### src/common/osp_pkg.sv
// constants, register map and carrier types of the one-shot pulse timer
package osp_pkg;
  // timing of the system clock and the documented limits
  localparam int unsigned CLK_PERIOD_PS = 50000;
  localparam int unsigned MIN_DELAY_US = 1;
  localparam int unsigned MIN_DELAY_PS = MIN_DELAY_US * 1000000;
  localparam int unsigned MIN_DELAY_CYC =
    (MIN_DELAY_PS + CLK_PERIOD_PS - 1) / CLK_PERIOD_PS;
  localparam int unsigned MIN_WIDTH_PS = 50860;
  localparam int unsigned MIN_WIDTH_CYC =
    (MIN_WIDTH_PS + CLK_PERIOD_PS - 1) / CLK_PERIOD_PS;

  // widths
  localparam int unsigned ADDR_W = 8;
  localparam int unsigned DATA_W = 16;
  localparam int unsigned MEM_DEPTH = 4;

  // register indices on the plain register port
  localparam logic [7:0] OFS_COUNTER_RUN = 8'h00;
  localparam logic [7:0] OFS_TIMER_MODE = 8'h01;
  localparam logic [7:0] OFS_IO_CONTROL = 8'h02;
  localparam logic [7:0] OFS_IRQ_ENABLE = 8'h03;
  localparam logic [7:0] OFS_TIMER_FLAG = 8'h04;
  localparam logic [7:0] OFS_CHAN_COUNTER = 8'h05;
  localparam logic [7:0] OFS_CAPTURE_A = 8'h06;
  localparam logic [7:0] OFS_DELAY_CMP = 8'h07;
  localparam logic [7:0] OFS_DISABLE_CMP = 8'h08;
  localparam logic [7:0] OFS_RESET_BUF = 8'h09;
  localparam logic [7:0] OFS_DMA_CTRL = 8'h0a;
  localparam logic [7:0] OFS_DMA_A_SRC = 8'h0b;
  localparam logic [7:0] OFS_DMA_A_DST = 8'h0c;
  localparam logic [7:0] OFS_DMA_A_CNT = 8'h0d;
  localparam logic [7:0] OFS_DMA_B_SRC = 8'h0e;
  localparam logic [7:0] OFS_DMA_B_DST = 8'h0f;
  localparam logic [7:0] OFS_DMA_B_CNT = 8'h10;
  localparam logic [7:0] OFS_PIN_STATUS = 8'h11;
  localparam logic [7:0] OFS_DATA_MEM = 8'h20;

  // field positions
  localparam int unsigned MODE_BUF_BD = 0;
  localparam int unsigned MODE_CLR_CAP = 1;
  localparam int unsigned IOA_CAPTURE = 3;
  localparam int unsigned IOB_CAPTURE = 7;
  localparam int unsigned IEN_DMA_START = 0;
  localparam int unsigned FLAG_A = 0;
  localparam int unsigned FLAG_B = 1;
  localparam int unsigned FLAG_C = 2;
  localparam int unsigned DCTL_A_EN = 0;
  localparam int unsigned DCTL_B_EN = 1;
  localparam int unsigned DCTL_A_RPT = 2;
  localparam int unsigned DCTL_B_RPT = 3;

  // reset values and the enabled io control byte
  localparam logic [15:0] RST_WORD = 16'h0000;
  localparam logic [15:0] RST_COMPARE = 16'hffff;
  localparam logic [7:0] RST_BYTE = 8'h00;
  localparam logic [7:0] IO_CTRL_ENABLED = 8'h39;

  // capture edge and compare output actions
  typedef enum logic [1:0] {
    EDGE_RISE, EDGE_FALL, EDGE_BOTH, EDGE_BOTH_ALT
  } osp_edge_type;
  typedef enum logic [2:0] {
    OUT_OFF, OUT_LOW, OUT_HIGH, OUT_TOGGLE,
    OUT_RSV4, OUT_RSV5, OUT_RSV6, OUT_RSV7
  } osp_out_type;

  // internal register write port shared by bus and dma
  typedef struct packed {
    logic en;
    logic [7:0] addr;
    logic [15:0] data;
  } osp_wr_type;

  // one dma channel setting
  typedef struct packed {
    logic [15:0] src;
    logic [15:0] dst;
    logic [15:0] cnt;
  } osp_dma_type;
endpackage

### src/hw/osp_timer.sv
// one-shot pulse timer channel with capture-started dma reload
//
// Function
// - one pulse per falling trigger edge
// - buffer copied into compare on match
// - general registers A and B capture or compare selectable
// - capture A clears counter when selected
// - capture A event starts dma transfers
// - delay equals count times clock period
// - reset instant counted from capture clear
// - control byte: falling capture, toggle B
// - io control sets pin on match B
// - compare C marks disable, raises irq
// - flag set on delay compare match
// - run bit gates counter advance
// - dma holds source, destination, count
// - dma A word moves delay to B
// - dma B byte moves control byte
// - capture clears; B and D buffered
//
// The implementer's own choices: the register offsets and the plain strobed port.
`timescale 1ns/100ps
module osp_timer import osp_pkg::*; #(
  parameter int unsigned MEM_N = MEM_DEPTH
) (
  // clock and reset
  input wire logic clk,
  input wire logic rst,
  // register port
  input wire logic [ADDR_W-1:0] reg_addr,
  input wire logic [DATA_W-1:0] reg_wdata,
  input wire logic reg_wr,
  input wire logic reg_rd,
  output logic [DATA_W-1:0] reg_rdata,
  // pins
  input wire logic trigger_in_pin,
  output logic pulse_out_pin,
  output logic pulse_out_oe,
  // compare C request
  output logic compare_c_irq
);
  logic run_q;
  logic [7:0] mode_q;
  logic [7:0] ioc_q;
  logic [7:0] ien_q;
  logic [2:0] flag_q;
  logic [15:0] cnt_q;
  logic [15:0] gra_q, grb_q, grc_q, grd_q;
  logic [3:0] dctl_q;
  osp_dma_type dma_a_q, dma_b_q, cur_a_q, cur_b_q;
  logic [15:0] mem_q [MEM_N];
  logic [1:0] pend_q;
  logic trig_s1_q, trig_s2_q, trig_s3_q;
  logic pin_q, oe_q, irq_q;
  logic [15:0] rdata_q;
  osp_wr_type wr;
  logic xfer_a, xfer_b;
  logic edge_evt, cap_a, cap_b, hit_a, hit_b, hit_c;
  osp_out_type act_b;

  function automatic logic wr_hit(input osp_wr_type w,
                                  input logic [7:0] ofs);
    wr_hit = w.en && (w.addr == ofs);
  endfunction

  function automatic logic [15:0] mem_word(input logic [15:0] idx);
    mem_word = mem_q[idx[$clog2(MEM_N)-1:0]];
  endfunction

  // trigger synchroniser; stage one feeds only stage two
  always_ff @(posedge clk or posedge rst) begin
    if (rst) begin
      trig_s1_q <= 1'b1;
      trig_s2_q <= 1'b1;
      trig_s3_q <= 1'b1;
    end else begin
      trig_s1_q <= trigger_in_pin;
      trig_s2_q <= trig_s1_q;
      trig_s3_q <= trig_s2_q;
    end
  end

  always_comb begin
    unique case (osp_edge_type'(ioc_q[1:0]))
      EDGE_RISE: edge_evt = trig_s2_q & ~trig_s3_q;
      EDGE_FALL: edge_evt = ~trig_s2_q & trig_s3_q;
      EDGE_BOTH, EDGE_BOTH_ALT: edge_evt = trig_s2_q ^ trig_s3_q;
    endcase
  end

  // capture only while counting, so a stopped channel ignores the pin
  assign cap_a = run_q & ioc_q[IOA_CAPTURE] & edge_evt;
  assign cap_b = run_q & ioc_q[IOB_CAPTURE] & edge_evt;
  assign hit_a = run_q & ~ioc_q[IOA_CAPTURE] & (cnt_q == gra_q);
  assign hit_b = run_q & ~ioc_q[IOB_CAPTURE] & (cnt_q == grb_q);
  assign hit_c = run_q & (cnt_q == grc_q);
  assign act_b = osp_out_type'(ioc_q[6:4]);

  // write port: bus first, then dma A, then dma B
  always_comb begin
    wr = '0;
    xfer_a = 1'b0;
    xfer_b = 1'b0;
    if (reg_wr) begin
      wr = '{en: 1'b1, addr: reg_addr, data: reg_wdata};
    end else if (pend_q[0]) begin
      xfer_a = 1'b1;
      wr = '{en: 1'b1, addr: cur_a_q.dst[7:0],
             data: mem_word(cur_a_q.src)};
    end else if (pend_q[1]) begin
      xfer_b = 1'b1;
      wr = '{en: 1'b1, addr: cur_b_q.dst[7:0],
             data: {8'h00, 8'(mem_word(cur_b_q.src))}};
    end
  end

  // control registers
  always_ff @(posedge clk or posedge rst) begin
    if (rst) begin
      run_q <= 1'b0;
      mode_q <= RST_BYTE;
      ioc_q <= RST_BYTE;
      ien_q <= RST_BYTE;
    end else begin
      if (wr_hit(wr, OFS_COUNTER_RUN)) run_q <= wr.data[0];
      if (wr_hit(wr, OFS_TIMER_MODE)) mode_q <= wr.data[7:0];
      if (wr_hit(wr, OFS_IO_CONTROL)) ioc_q <= wr.data[7:0];
      if (wr_hit(wr, OFS_IRQ_ENABLE)) ien_q <= wr.data[7:0];
    end
  end

  // counter: capture clear beats software write beats advance
  always_ff @(posedge clk or posedge rst) begin
    if (rst) begin
      cnt_q <= RST_WORD;
    end else if (cap_a && mode_q[MODE_CLR_CAP]) begin
      cnt_q <= RST_WORD;
    end else if (wr_hit(wr, OFS_CHAN_COUNTER)) begin
      cnt_q <= wr.data;
    end else if (run_q) begin
      cnt_q <= cnt_q + 16'h0001;
    end
  end

  // general registers; hardware events win over writes
  always_ff @(posedge clk or posedge rst) begin
    if (rst) begin
      gra_q <= RST_COMPARE;
      grb_q <= RST_COMPARE;
      grc_q <= RST_COMPARE;
      grd_q <= RST_COMPARE;
    end else begin
      if (cap_a) gra_q <= cnt_q;
      else if (wr_hit(wr, OFS_CAPTURE_A)) gra_q <= wr.data;
      if (cap_b) grb_q <= cnt_q;
      else if (hit_b && mode_q[MODE_BUF_BD]) grb_q <= grd_q;
      else if (wr_hit(wr, OFS_DELAY_CMP)) grb_q <= wr.data;
      if (wr_hit(wr, OFS_DISABLE_CMP)) grc_q <= wr.data;
      if (wr_hit(wr, OFS_RESET_BUF)) grd_q <= wr.data;
    end
  end

  // sticky flags, write one to clear, a new event wins
  always_ff @(posedge clk or posedge rst) begin
    if (rst) begin
      flag_q <= 3'h0;
    end else begin
      flag_q <= (flag_q & ~({3{wr_hit(wr, OFS_TIMER_FLAG)}} & wr.data[2:0]))
        | {hit_c, hit_b, cap_a | hit_a};
    end
  end

  // dma channel settings and enable bits
  always_ff @(posedge clk or posedge rst) begin
    if (rst) begin
      dctl_q <= 4'h0;
      dma_a_q <= '0;
      dma_b_q <= '0;
    end else begin
      if (wr_hit(wr, OFS_DMA_CTRL)) dctl_q <= wr.data[3:0];
      else begin
        if (xfer_a && cur_a_q.cnt == 16'h0001 && !dctl_q[DCTL_A_RPT])
          dctl_q[DCTL_A_EN] <= 1'b0;
        if (xfer_b && cur_b_q.cnt == 16'h0001 && !dctl_q[DCTL_B_RPT])
          dctl_q[DCTL_B_EN] <= 1'b0;
      end
      if (wr_hit(wr, OFS_DMA_A_SRC)) dma_a_q.src <= wr.data;
      if (wr_hit(wr, OFS_DMA_A_DST)) dma_a_q.dst <= wr.data;
      if (wr_hit(wr, OFS_DMA_A_CNT)) dma_a_q.cnt <= wr.data;
      if (wr_hit(wr, OFS_DMA_B_SRC)) dma_b_q.src <= wr.data;
      if (wr_hit(wr, OFS_DMA_B_DST)) dma_b_q.dst <= wr.data;
      if (wr_hit(wr, OFS_DMA_B_CNT)) dma_b_q.cnt <= wr.data;
    end
  end

  // working address and count; last transfer reloads the set values
  always_ff @(posedge clk or posedge rst) begin
    if (rst) begin
      cur_a_q <= '0;
      cur_b_q <= '0;
    end else begin
      if (wr_hit(wr, OFS_DMA_CTRL)) begin
        cur_a_q <= dma_a_q;
        cur_b_q <= dma_b_q;
      end else begin
        if (xfer_a) begin
          if (cur_a_q.cnt == 16'h0001) cur_a_q <= dma_a_q;
          else begin
            cur_a_q.src <= cur_a_q.src + 16'h0001;
            cur_a_q.cnt <= cur_a_q.cnt - 16'h0001;
          end
        end
        if (xfer_b) begin
          if (cur_b_q.cnt == 16'h0001) cur_b_q <= dma_b_q;
          else begin
            cur_b_q.src <= cur_b_q.src + 16'h0001;
            cur_b_q.cnt <= cur_b_q.cnt - 16'h0001;
          end
        end
      end
    end
  end

  // pending requests from capture A; a new request wins over done
  always_ff @(posedge clk or posedge rst) begin
    if (rst) begin
      pend_q <= 2'b00;
    end else begin
      pend_q[0] <= (pend_q[0] & ~xfer_a) | (cap_a & ien_q[IEN_DMA_START]
        & dctl_q[DCTL_A_EN]);
      pend_q[1] <= (pend_q[1] & ~xfer_b) | (cap_a & ien_q[IEN_DMA_START]
        & dctl_q[DCTL_B_EN]);
    end
  end

  // data words the dma channels read from
  always_ff @(posedge clk or posedge rst) begin
    if (rst) begin
      for (int i = 0; i < MEM_N; i++) mem_q[i] <= RST_WORD;
    end else begin
      for (int i = 0; i < MEM_N; i++)
        if (wr_hit(wr, OFS_DATA_MEM + 8'(i))) mem_q[i] <= wr.data;
    end
  end

  // pulse pin; toggling on B twice frames delay and width
  always_ff @(posedge clk or posedge rst) begin
    if (rst) begin
      pin_q <= 1'b0;
      oe_q <= 1'b0;
    end else begin
      oe_q <= !ioc_q[IOB_CAPTURE] && act_b != OUT_OFF;
      if (hit_b) begin
        unique case (act_b)
          OUT_OFF: pin_q <= 1'b0;
          OUT_LOW: pin_q <= 1'b0;
          OUT_HIGH: pin_q <= 1'b1;
          OUT_TOGGLE: pin_q <= ~pin_q;
          default: pin_q <= pin_q;
        endcase
      end else if (act_b == OUT_OFF) begin
        pin_q <= 1'b0;
      end
    end
  end

  // request line follows the enabled flags
  always_ff @(posedge clk or posedge rst) begin
    if (rst) irq_q <= 1'b0;
    else irq_q <= |(flag_q & ien_q[3:1]);
  end

  // read data stand for one cycle only; unmapped reads zero
  always_ff @(posedge clk or posedge rst) begin
    if (rst) begin
      rdata_q <= RST_WORD;
    end else if (!reg_rd) begin
      rdata_q <= RST_WORD;
    end else begin
      rdata_q <= RST_WORD;
      unique case (reg_addr)
        OFS_COUNTER_RUN: rdata_q <= {15'h0000, run_q};
        OFS_TIMER_MODE: rdata_q <= {8'h00, mode_q};
        OFS_IO_CONTROL: rdata_q <= {8'h00, ioc_q};
        OFS_IRQ_ENABLE: rdata_q <= {8'h00, ien_q};
        OFS_TIMER_FLAG: rdata_q <= {13'h0000, flag_q};
        OFS_CHAN_COUNTER: rdata_q <= cnt_q;
        OFS_CAPTURE_A: rdata_q <= gra_q;
        OFS_DELAY_CMP: rdata_q <= grb_q;
        OFS_DISABLE_CMP: rdata_q <= grc_q;
        OFS_RESET_BUF: rdata_q <= grd_q;
        OFS_DMA_CTRL: rdata_q <= {12'h000, dctl_q};
        OFS_DMA_A_SRC: rdata_q <= dma_a_q.src;
        OFS_DMA_A_DST: rdata_q <= dma_a_q.dst;
        OFS_DMA_A_CNT: rdata_q <= dma_a_q.cnt;
        OFS_DMA_B_SRC: rdata_q <= dma_b_q.src;
        OFS_DMA_B_DST: rdata_q <= dma_b_q.dst;
        OFS_DMA_B_CNT: rdata_q <= dma_b_q.cnt;
        OFS_PIN_STATUS: rdata_q <= {13'h0000, pend_q != 2'b00,
                                    trig_s2_q, pin_q};
        default: begin
          for (int i = 0; i < MEM_N; i++)
            if (reg_addr == OFS_DATA_MEM + 8'(i)) rdata_q <= mem_q[i];
        end
      endcase
    end
  end

  assign reg_rdata = rdata_q;
  assign pulse_out_pin = pin_q;
  assign pulse_out_oe = oe_q;
  assign compare_c_irq = irq_q;
endmodule // osp_timer

### config.mk
export PLATFORM = sky130hd
export DESIGN_NAME = osp_timer
export DESIGN_NICKNAME = d
export VERILOG_FILES = /design/src/common/osp_pkg.sv /design/src/hw/osp_timer.sv
export SDC_FILE = /design/constraint.sdc
export NUM_CORES = 1
export LEC_CHECK = 0
export BUFFER_PORTS_ARGS = -buffer_cell sky130_fd_sc_hd__buf_2
export CAP_MARGIN = 20
export CORE_MARGIN = 8
export CORE_UTILIZATION = 55
export DETAILED_ROUTE_END_ITERATION = 8
export GPL_TIMING_DRIVEN = 0
export PLACE_DENSITY = 0.81
export SLEW_MARGIN = 10
export SYNTH_ARGS = -nofsm -noshare
export SYNTH_HDL_FRONTEND = slang
export SYNTH_SLANG_ARGS = --single-unit
### constraint.sdc
create_clock -name clk -period 11.09 [get_ports clk]
set_input_delay 0 -clock clk [delete_from_list [all_inputs] [get_ports clk]]
set_output_delay 0 -clock clk [all_outputs]
set_load 0.1 [all_outputs]
-- Word level (Yosys, flattened, before mapping)
Cells that the tools add are included.
- output and inout port bits: 19
- word-level logic and storage cells: 229
- flip-flop bits (word level): 376
- input bits: 29
- bitwise operators: 34
- reduce and logical (&&, ||, !) cells: 53
- multiplexer cells: 45
- eq/ne operators: 53
- add/sub/neg operators: 5
- magnitude comparators: 2
- operators by type and width (operator ; count):
    $mux 16 ; 21
    $pmux 16 s18 ; 1
    $mux 48 ; 4
    $eq 8x4->1 const B ; 16
    $mux 25 ; 3
    $bmux 16 s2 ; 2
    $eq 8x3->1 const B ; 8
    $eq 8x6->1 const B ; 8
    $add 16x1->16 const B ; 3
    $eq 16x16->1 ; 3
    $eq 16x1->1 const B ; 2
    $eq 8x2->1 const B ; 4
    $sub 16x1->16 const B ; 2
    $logic_and 1x1->1 ; 28
    $eq 8x5->1 const B ; 3
    $reduce_bool 2->1 ; 9
    $and 1x1->1 ; 16
    $eq 8x1->1 const B ; 2
    $logic_not 8->1 ; 2
    $mux 8 ; 2
    $and 3x3->3 ; 3
    $mux 1 ; 9
    $reduce_bool 3->1 ; 3
    $not 1->1 ; 7
    other kinds (19) ; 31

-- Depth between registers and ports, before layout
Gate-level depths: netlist of the first run.
- depth after elaboration: 13
- gate-level depth with buffers: 11
- gate-level depth less buffers: 8

-- Least setup slack after synthesis of the first run
Ideal clock, no wire load.
- kind: reg-to-reg
- start point: reg trig_s2_q
- end point: reg cnt_q[5]
- period minus slack after synthesis: 2294 ps
- arrival time: 2156 ps
- setup time: 138 ps
- cell stages (with the launch flop): 10
- path buffers: 1
- slack: 8796 ps
- cell sequence: dfstp_2 -> inv_1 -> ha_1 -> a21boi_0 -> o211ai_1 -> o21ai_0 -> buf_2 -> nor3_1 -> a21oi_1 -> o22ai_1
- word-level cells in the longest chain between the ends: 6
- elaborated cells between the ends (all ways): 9
- classes of those cells: 2 x mux; 5 x bitwise; 2 x reduce/logical
- ends and longest elaborated chain (what ; RTL line ; RTL):
    from (decl) ; osp_timer.sv:53 ; logic trig_s1_q, trig_s2_q, trig_s3_q;
    from (signal assigned) ; osp_timer.sv:78 ; trig_s2_q <= trig_s1_q;
    $not 1->1 ; osp_timer.sv:86 ; EDGE_FALL: edge_evt = ~trig_s2_q & trig_s3_q;
    $and 1x1->1 ; osp_timer.sv:86 ;
    $pmux 1 s3 * ; osp_timer.sv:84 ; unique case (osp_edge_type'(ioc_q[1:0]))
    $and 1x1->1 * ; osp_timer.sv:92 ; assign cap_a = run_q & ioc_q[IOA_CAPTURE] & edge_evt;
    $logic_and 1x1->1 * ; osp_timer.sv:136 ; end else if (cap_a && mode_q[MODE_CLR_CAP]) begin
    $reduce_bool 3->1 (no source line) / $mux 16 (equally long branches) ; - ;
    to (signal assigned) ; osp_timer.sv:139 ; cnt_q <= wr.data;
    to (signal assigned) ; osp_timer.sv:141 ; cnt_q <= cnt_q + 16'h0001;
    to (decl) ; osp_timer.sv:47 ; logic [15:0] cnt_q;
Mark *: on every way between the ends. The rest lies on a longest branch, timed or not.
A chain may end at the register's enable or synchronous reset.

-- Worst setup path in the final report of the first run
- start point: reg cur_a_q[33] (netlist bit)
- end point: reg mem_q[19] (netlist bit)
- word-level cells in the longest chain between the ends: 6
- ends and longest elaborated chain (what ; RTL line ; RTL):
    from (decl) ; osp_timer.sv:50 ; osp_dma_type dma_a_q, dma_b_q, cur_a_q, cur_b_q;
    from (signal assigned) ; osp_timer.sv:203 ; cur_a_q <= dma_a_q;
    from (signal assigned) ; osp_timer.sv:207 ; if (cur_a_q.cnt == 16'h0001) cur_a_q <= dma_a_q;
    $not 2->3 (implied by the code) ; osp_timer.sv:67 ; mem_word = mem_q[idx[$clog2(MEM_N)-1:0]];
    $bmux 16 s2 ; osp_timer.sv:67 ;
    $mux 16 (implied by the code) (2 in series) ; osp_timer.sv:67 ;
    $mux 25 ; osp_timer.sv:106 ; end else if (pend_q[0]) begin
    $mux 25 ; osp_timer.sv:104 ; if (reg_wr) begin
    to (signal, indexed assignment) ; osp_timer.sv:242 ; if (wr_hit(wr, OFS_DATA_MEM + 8'(i))) mem_q[i] <= wr.data;
    to (decl) ; osp_timer.sv:51 ; logic [15:0] mem_q [MEM_N];
No other way between the ends. The select of a mux whose other input is x is not followed.

==> results.yml, run 1 <==
worst_setup_path:
  path_class: "flip-flop to flip-flop"
  startpoint_type: "flip-flop"
  critPathArrivalTime_ns: 4.26
  critPathRequiredTime_ns: 11.49
  worst-path-max-fanout: 10
  cp-end-kind: "flip-flop"
min_path:
  hold_path.class: "primary input to flip-flop"
timing:
  finalSetupTns_ns: 0
  maxSlewViolCount: 0
  fin_crit_ns: 3.86
  hold_viol_final: 0
  rsz0062_at_grt: "false"
  slew_headroom_pct: 15.4
  finalSetupViolations: 0
  fin_hold_ws_ns: 0.0400
  fmax_mhz: 259
  worst_slew_pin_slew_ns: 1.27
  min_period_over_period_pct: 34.8
  fin_skew_ns: 0.0168
outcome:
  status: "finished clean"
finish:
  drive_above_1_share_pct: 17.2
  fill_cells: 2803
  synthToLayoutAreaGrowth_pct: 13.0
  num_antenna_cells: 0
  final_core_util_pct: 63.2
  nNetsFinal: 2108
logic_synthesis:
  syn_inst: 1962
  ys_seq_area_share_pct: 46.9
  synth_edf_count: 0
  synthArstFlopShare_pct: 100
  ys_ff_latch: 348
  synth_nets: 1998
  syn_area_sq_um: 18800
  ys.flop_type: "dfrtp_1"
  synth-warning-count: 0
  synth_area_per_cell_sq_um: 9.56
  yosysUniqueCellTypes: 85
power:
  power_leakage_uw: 0.00895
  finalPower_uw: 4100
  cellPowerDensity_nw_per_um2: 194
  ir_drop_mv: 0.164
route:
  ant_nets: 0
  avgRoutedWirePerCell_um: 30.2
  drtPass1Iterations: 6
  routed_wl_mm: 76.9
  dr_total_vias: 17695
  drt-initial-drc-count: 2516
  drc: 0
  vias_per_cell: 6.94
place:
  routabilityCongestion: 1.03
  dp_hpwl_mm: 56.9
  port-buffer-count: 45
global_routing:
  grt_max_degree: 111
  grt_pass1_wl_mm: 113
  grt_util_all_layers_pct: 37.3
  grt_pass1_vias: 16942
  antenna_found_initial: 1
  grt_overflow: 0
die:
  rows: 67
  die_x_um: 201
  die_height_um: 201
  num_io_pins: 48
  start_util_pct: 56.0
  die-area_sq_um: 40300
  core_sq_um: 33500
clocking:
  hold_buffers: 12
  cts_sinks: 348
  htree_levels: 2
  post-cts-setup-buffers: 0
  cts_resized: 0
  clockRootBuffer: "clkbuf_16"
  clockBufferDepth: 3
  cts_tree: "done"
  numCtsBuffers: 40
  clkSlewWorstSetupHoldPaths_ns: 0.06
  clock_latency_ns: 0.55
flow_run:
  drv_cap: 0
[cell type report]
cell class	count	area (sq um)	area share (%)
plain buffers	171	790	3.73
inverters	29	116	0.549
flip-flops and latches	348	8790	41.5
clock inverters	11	169	0.797
clock buffers	62	1190	5.63
multi-input cells	1414	9080	42.9
repair buffers	68	489	2.31
well taps	448	561	2.64
[kinds of logic (layout without fill, tap and decap cells)]
family	count (synthesis)	count (layout)	share of synthesized area (%)
fa+ha+maj	7	7	0.467
compound gates	608	608	20.0
xor+xnor	60	60	2.80
buf+inv	200	341	4.79
flops	348	348	46.9
simple gates	620	620	15.5
mux	119	119	9.55
[worst max-delay path: stages, from the launching register on]
cell      delay [ns]
dfrtp_1         0.34
clkbuf_1        0.50
clkbuf_1        0.62
mux4_2          0.40
a22o_1          0.18
a21oi_1         0.91
buf_2           0.57
o21ai_0         0.18
[layout by cell type (no fill, tap or decap), types with 28 or more instances in the layout]
cell type  Yosys  layout
nand2_1      294     294
o21ai_0      284     284
dfrtp_1      281     281
buf_2         66     112
a21oi_1      106     106
clkbuf_1      84      95
nor2_1        76      76
dfstp_2       67      67
nand3_1       51      51
xor2_1        46      46
mux4_2        44      44
mux2i_1       44      44
nor3_1        40      40
clkbuf_16      0      40
nor2b_1       28      28
mux2_2        28      28
[power by group]
group / switching, uW / total (uW) / internal, uW
Clock: 561 / 1380 / 816
Combinational: 601 / 955 / 354
Sequential: 235 / 1770 / 1540
[cells in the mapped netlist (all sizes together), types with 5 or more instances]
library cell	n	share of area (%)
o21ai	295	7.9
o41ai	5	0.23
xor2	46	2.1
a32oi	9	0.52
dfrtp	281	37
and2	12	0.40
buf	86	2.5
a21oi	107	2.9
dfstp	67	9.4
nand3	52	1.4
inv	27	0.54
o211ai	8	0.32
o2bb2a	7	0.37
and3	18	0.60
or3	5	0.17
nor3	43	1.3
o21a	8	0.32
nor4	21	0.70
ha	7	0.47
nand4	24	0.80
a22oi	27	1.1
xnor2	14	0.65
mux4	44	5.3
mux2i	44	2.3
o221ai	9	0.51
clkbuf	85	1.7
o22ai	26	0.94
nand2	295	5.9
a31oi	8	0.27
mux2	31	1.9
nand2b	12	0.40
a22o	22	1.0
a221o	5	0.27
nor2b	28	0.93
nand3b	6	0.24
o31ai	6	0.24
nor3b	12	0.48
a21o	14	0.56
nor2	79	1.6
a221oi	10	0.47
[metrics by stage]
| stage | worst slack [ns] | cells | instance area (sq um) |
|---|---|---|---|
| final | 7.23 | 2551 | 21200 |
| after global routing | 7.33 | 2551 | 21200 |
| after CTS | 7.46 | 2550 | 21200 |
| after detailed placement | 7.51 | 2465 | 19700 |
| after global placement | -2.10 | 2455 | 19500 |
| after floorplan | 1.55 | 1962 | 18800 |
[layer usage]
layer  track usage [%]  vias up  wire length, um
met5                 0        -               13
met4              18.4        2             4370
met3              11.2      256            10400
met2              53.5     1390            32400
met1              51.0     8706            29800
li1                  -     7341                -
[worst paths after layout]
kind / startpoint / endpoint / slack (ns) / depth (start not counted)
worst max-delay path: cur_a_q[33]$_DFFE_PP0P_ / mem_q[19]$_DFFE_PP0P_ / 7.23 / 7
worst min-delay path: reg_wdata[11] / dma_a_q[11]$_DFFE_PP0P_ / 0.04 / 3
worst max register to register: cur_a_q[33]$_DFFE_PP0P_ / mem_q[19]$_DFFE_PP0P_ / 7.23 / 7
worst min register to register: trig_s1_q$_DFF_PP1_ / trig_s2_q$_DFF_PP1_ / 0.36 / 0
max in group asynchronous: rst / mode_q[5]$_DFFE_PP0P_ / 9.16 / 6
min in group asynchronous: rst / reg_rdata[8]$_DFF_PP0_ / 0.57 / 4
[flip-flops by register name, summed over array words and instances (netlist names), 2 cells and up]
name / cells
reg_rdata: 16
pend_q: 2
grb_q: 16
cur_b_q: 26
grd_q: 16
ien_q: 8
cnt_q: 16
mem_q: 64
grc_q: 16
dma_b_q: 48
dctl_q: 4
gra_q: 16
cur_a_q: 26
dma_a_q: 48
ioc_q: 8
flag_q: 3
mode_q: 8
Power figures use the tool's default switching activity.
==> run 2, diff against run 1 <==
PLACE_DENSITY = 0.83   (was 0.81)
clock period = 3.3 ns   (was 11.09 ns; I/O delays follow)
==> run 2 against run 1 <==
The run now ends with setup timing left. Clock power grew to 3.2 times the previous value. Clock skew grew 0.010 ns. Setup slack lost 7.3 ns. Non-clock buffer count grew 11. Die area is the same. Count of clock-buffer cells in the layout shrank 8. Largest cell class unchanged.
==> results.yml, run 2 (synthesis gave the netlist of run 1 again) <==
outcome:
  status: "complete, but fails checks"
  violations: "setup timing"
finish:
  layout.cells.most_common_list: "294 x nand2_1, 284 x o21ai_0, 281 x dfrtp_1"
  fill_cells: 2715
  nNetsFinal: 2118
  drive_above_1_share_pct: 17.9
  top_regs: "mem_q: 64 flops, dma_a_q: 48 flops, dma_b_q: 48 flops"
  final_core_util_pct: 63.6
  final_common_cell: "nand2_1"
  largest_reg_flops: 64
  synthToLayoutAreaGrowth_pct: 13.6
  finalInstanceArea_sq_um: 21300
  regMostFlops: "mem_q"
die:
  core_sq_um: 33500
  rows: 67
  start_util_pct: 56.0
  die-area_sq_um: 40300
  die_x_um: 201
  num_io_pins: 48
  die_height_um: 201
route:
  vias_per_cell: 7.01
  dr_total_vias: 17941
  drc: 0
  drtPass1Iterations: 8
  avgRoutedWirePerCell_um: 30.7
  ant_nets: 0
  routed_wl_mm: 78.6
  drt-initial-drc-count: 2773
global_routing:
  grt_max_degree: 39
  grt_overflow: 0
  antenna_found_initial: 5
  grt_util_all_layers_pct: 38.2
  grt_pass1_wl_mm: 115
  grt_pass1_vias: 17422
worst_setup_path:
  cp_num_buf_inv: 2
  reg2reg_slack_ns: -0.02
  timing.rr.start: "cur_b_q[33]$_DFFE_PP0P_"
  r2r_end: "mem_q[52]$_DFFE_PP0P_"
  cp-end-kind: "flip-flop"
  critPathArrivalTime_ns: 3.75
  startpoint_type: "flip-flop"
  worst-path-max-fanout: 10
  reg2reg_depth: 6
  slowest_delay_ns: 0.74
  path_class: "flip-flop to flip-flop"
  slowest_stage: "a21oi_2"
  path_cells: "buf_1, mux4_2, a22o_1, a21oi_2, buf_2, o21ai_0"
  path_delay_family: "compound AO/OA/AOI/OAI gates"
  critPathRequiredTime_ns: 3.73
clocking:
  clkSlewWorstSetupHoldPaths_ns: 0.06
  cts_tree: "done"
  clockRootBuffer: "clkbuf_16"
  htree_levels: 2
  cts_sinks: 348
  clock_latency_ns: 0.58
  numCtsBuffers: 39
  clockBufferDepth: 3
timing:
  maxSlewViolCount: 0
  min_period_over_period_pct: 101
  fin_skew_ns: 0.0273
  fin_crit_ns: 3.32
  fin_ws_ns: -0.0236
  worst_slew_pin_slew_ns: 1.09
  slew_headroom_pct: 27.5
  finalSetupViolations: 5
  rsz0062_at_grt: "false"
  hold_viol_final: 0
  fmax_mhz: 301
flow_run:
  drv_cap: 0
power:
  cellPowerDensity_nw_per_um2: 638
  p_seq_share_pct: 44.0
  p_sw_uw: 4720
  power_leakage_uw: 0.00899
  ir_drop_mv: 0.420
  sw_frac_of_total_pct: 34.7
  p_int_uw: 8870
  combinationalPowerShare_pct: 23.6
  clkPwrFrac_pct: 32.3
place:
  port-buffer-count: 45
  routabilityCongestion: 1.03
  dp_hpwl_mm: 57.7
  post-place-ws_ns: -0.197
  place_area_sq_um: 19800
min_path:
  hold_path.class: "primary input to asynchronous set/reset pin"
==> run 2: cell count changes in the layout (fill, tap and decap cells not counted), moves of 4 or more <==
cell	previous run	this run
a21oi_2	1	5
buf_12	0	9
a22oi_2	2	6
a22oi_1	25	21
a21oi_1	106	102
clkinvlp_4	1	5
clkinv_2	3	8
clkbuf_8	11	6
dlygate4sd3_1	12	18
clkbuf_1	95	89
==> run 2: worst reg2reg max path: cells and delay by family, from the launching register on <==
family / cells / cell delay, ns
AOI/OAI and AO/OA: 3 / 1.21
DFF: 1 / 0.33
muxes: 1 / 0.43
buffers and inverters: 2 / 1.20
==> run 2: layout make-up <==
cell class                 instances  area, sq um  area share, %
timing repair buffer              79          667           3.13
buffer                           171          792           3.72
antenna                            2         5.00         0.0235
tap                              448          561           2.63
clock buffer                      54         1130           5.32
inverter                          29          113          0.528
sequential                       348         8790           41.3
clock inverter                    15          129          0.605
multi-input combinational       1414         9120           42.8
==> run 2: how the worst max path moves through the flow <==
stage	start	end	slack, ns	depth (start not counted)
2_1_floorplan	rst	cnt_q[0]$_DFFE_PP0P_	-1.30	1
3_3_place_gp	rst	ioc_q[5]$_DFFE_PP0P_	-3.23	2
3_5_place_dp	cur_a_q[33]$_DFFE_PP0P_	mem_q[19]$_DFFE_PP0P_	-0.20	7
4_1_cts	cur_a_q[33]$_DFFE_PP0P_	mem_q[3]$_DFFE_PP0P_	0.07	7
5_1_grt	cur_b_q[32]$_DFFE_PP0P_	mem_q[52]$_DFFE_PP0P_	0.004	6
6_report	cur_b_q[33]$_DFFE_PP0P_	mem_q[52]$_DFFE_PP0P_	-0.02	6
==> run 2: repair_timing <==
item,in CTS,in global routing
buffers inserted,0,0
hold endpoints to repair,133,9
hold buffers,15,3
gates resized for setup,3,5
setup endpoints to repair,33,57
gates cloned,0,0
==> run 2: through the flow <==
step | cells | hold WS (ns) | power, uW | TNS [ns]
global route | 2558 | 0.0479 | 14000 | 0
global placement | 2455 | 0.107 | 8910 | -1004.20
CTS | 2554 | 0.00435 | 13400 | 0
floorplan | 1962 | 0.00448 | 7840 | -369.83
detailed placement | 2470 | 0.0781 | 9050 | -4.20
finish | 2560 | 0.0264 | 13600 | -0.0671
==> run 2: layer usage <==
metal	wire [um]	vias to the layer above	GRT usage [%]	part of all wire [%]
met4	5170	11	20.8	6.6
met5	119	-	1.23	0.15
met2	32700	1419	54.1	42
met1	29500	8811	50.1	37
li1	-	7369	-	-
met3	11100	331	14.1	14
==> run 2: power groups by stage <==
stage | Clock [uW] | Combinational, uW | Sequential, uW
floorplan | 0 | 2090 | 5740
global placement | 0 | 2950 | 5970
detailed placement | 0 | 3050 | 5990
CTS | 4380 | 3100 | 5930
global route | 4540 | 3440 | 6030
finish | 4390 | 3210 | 5990
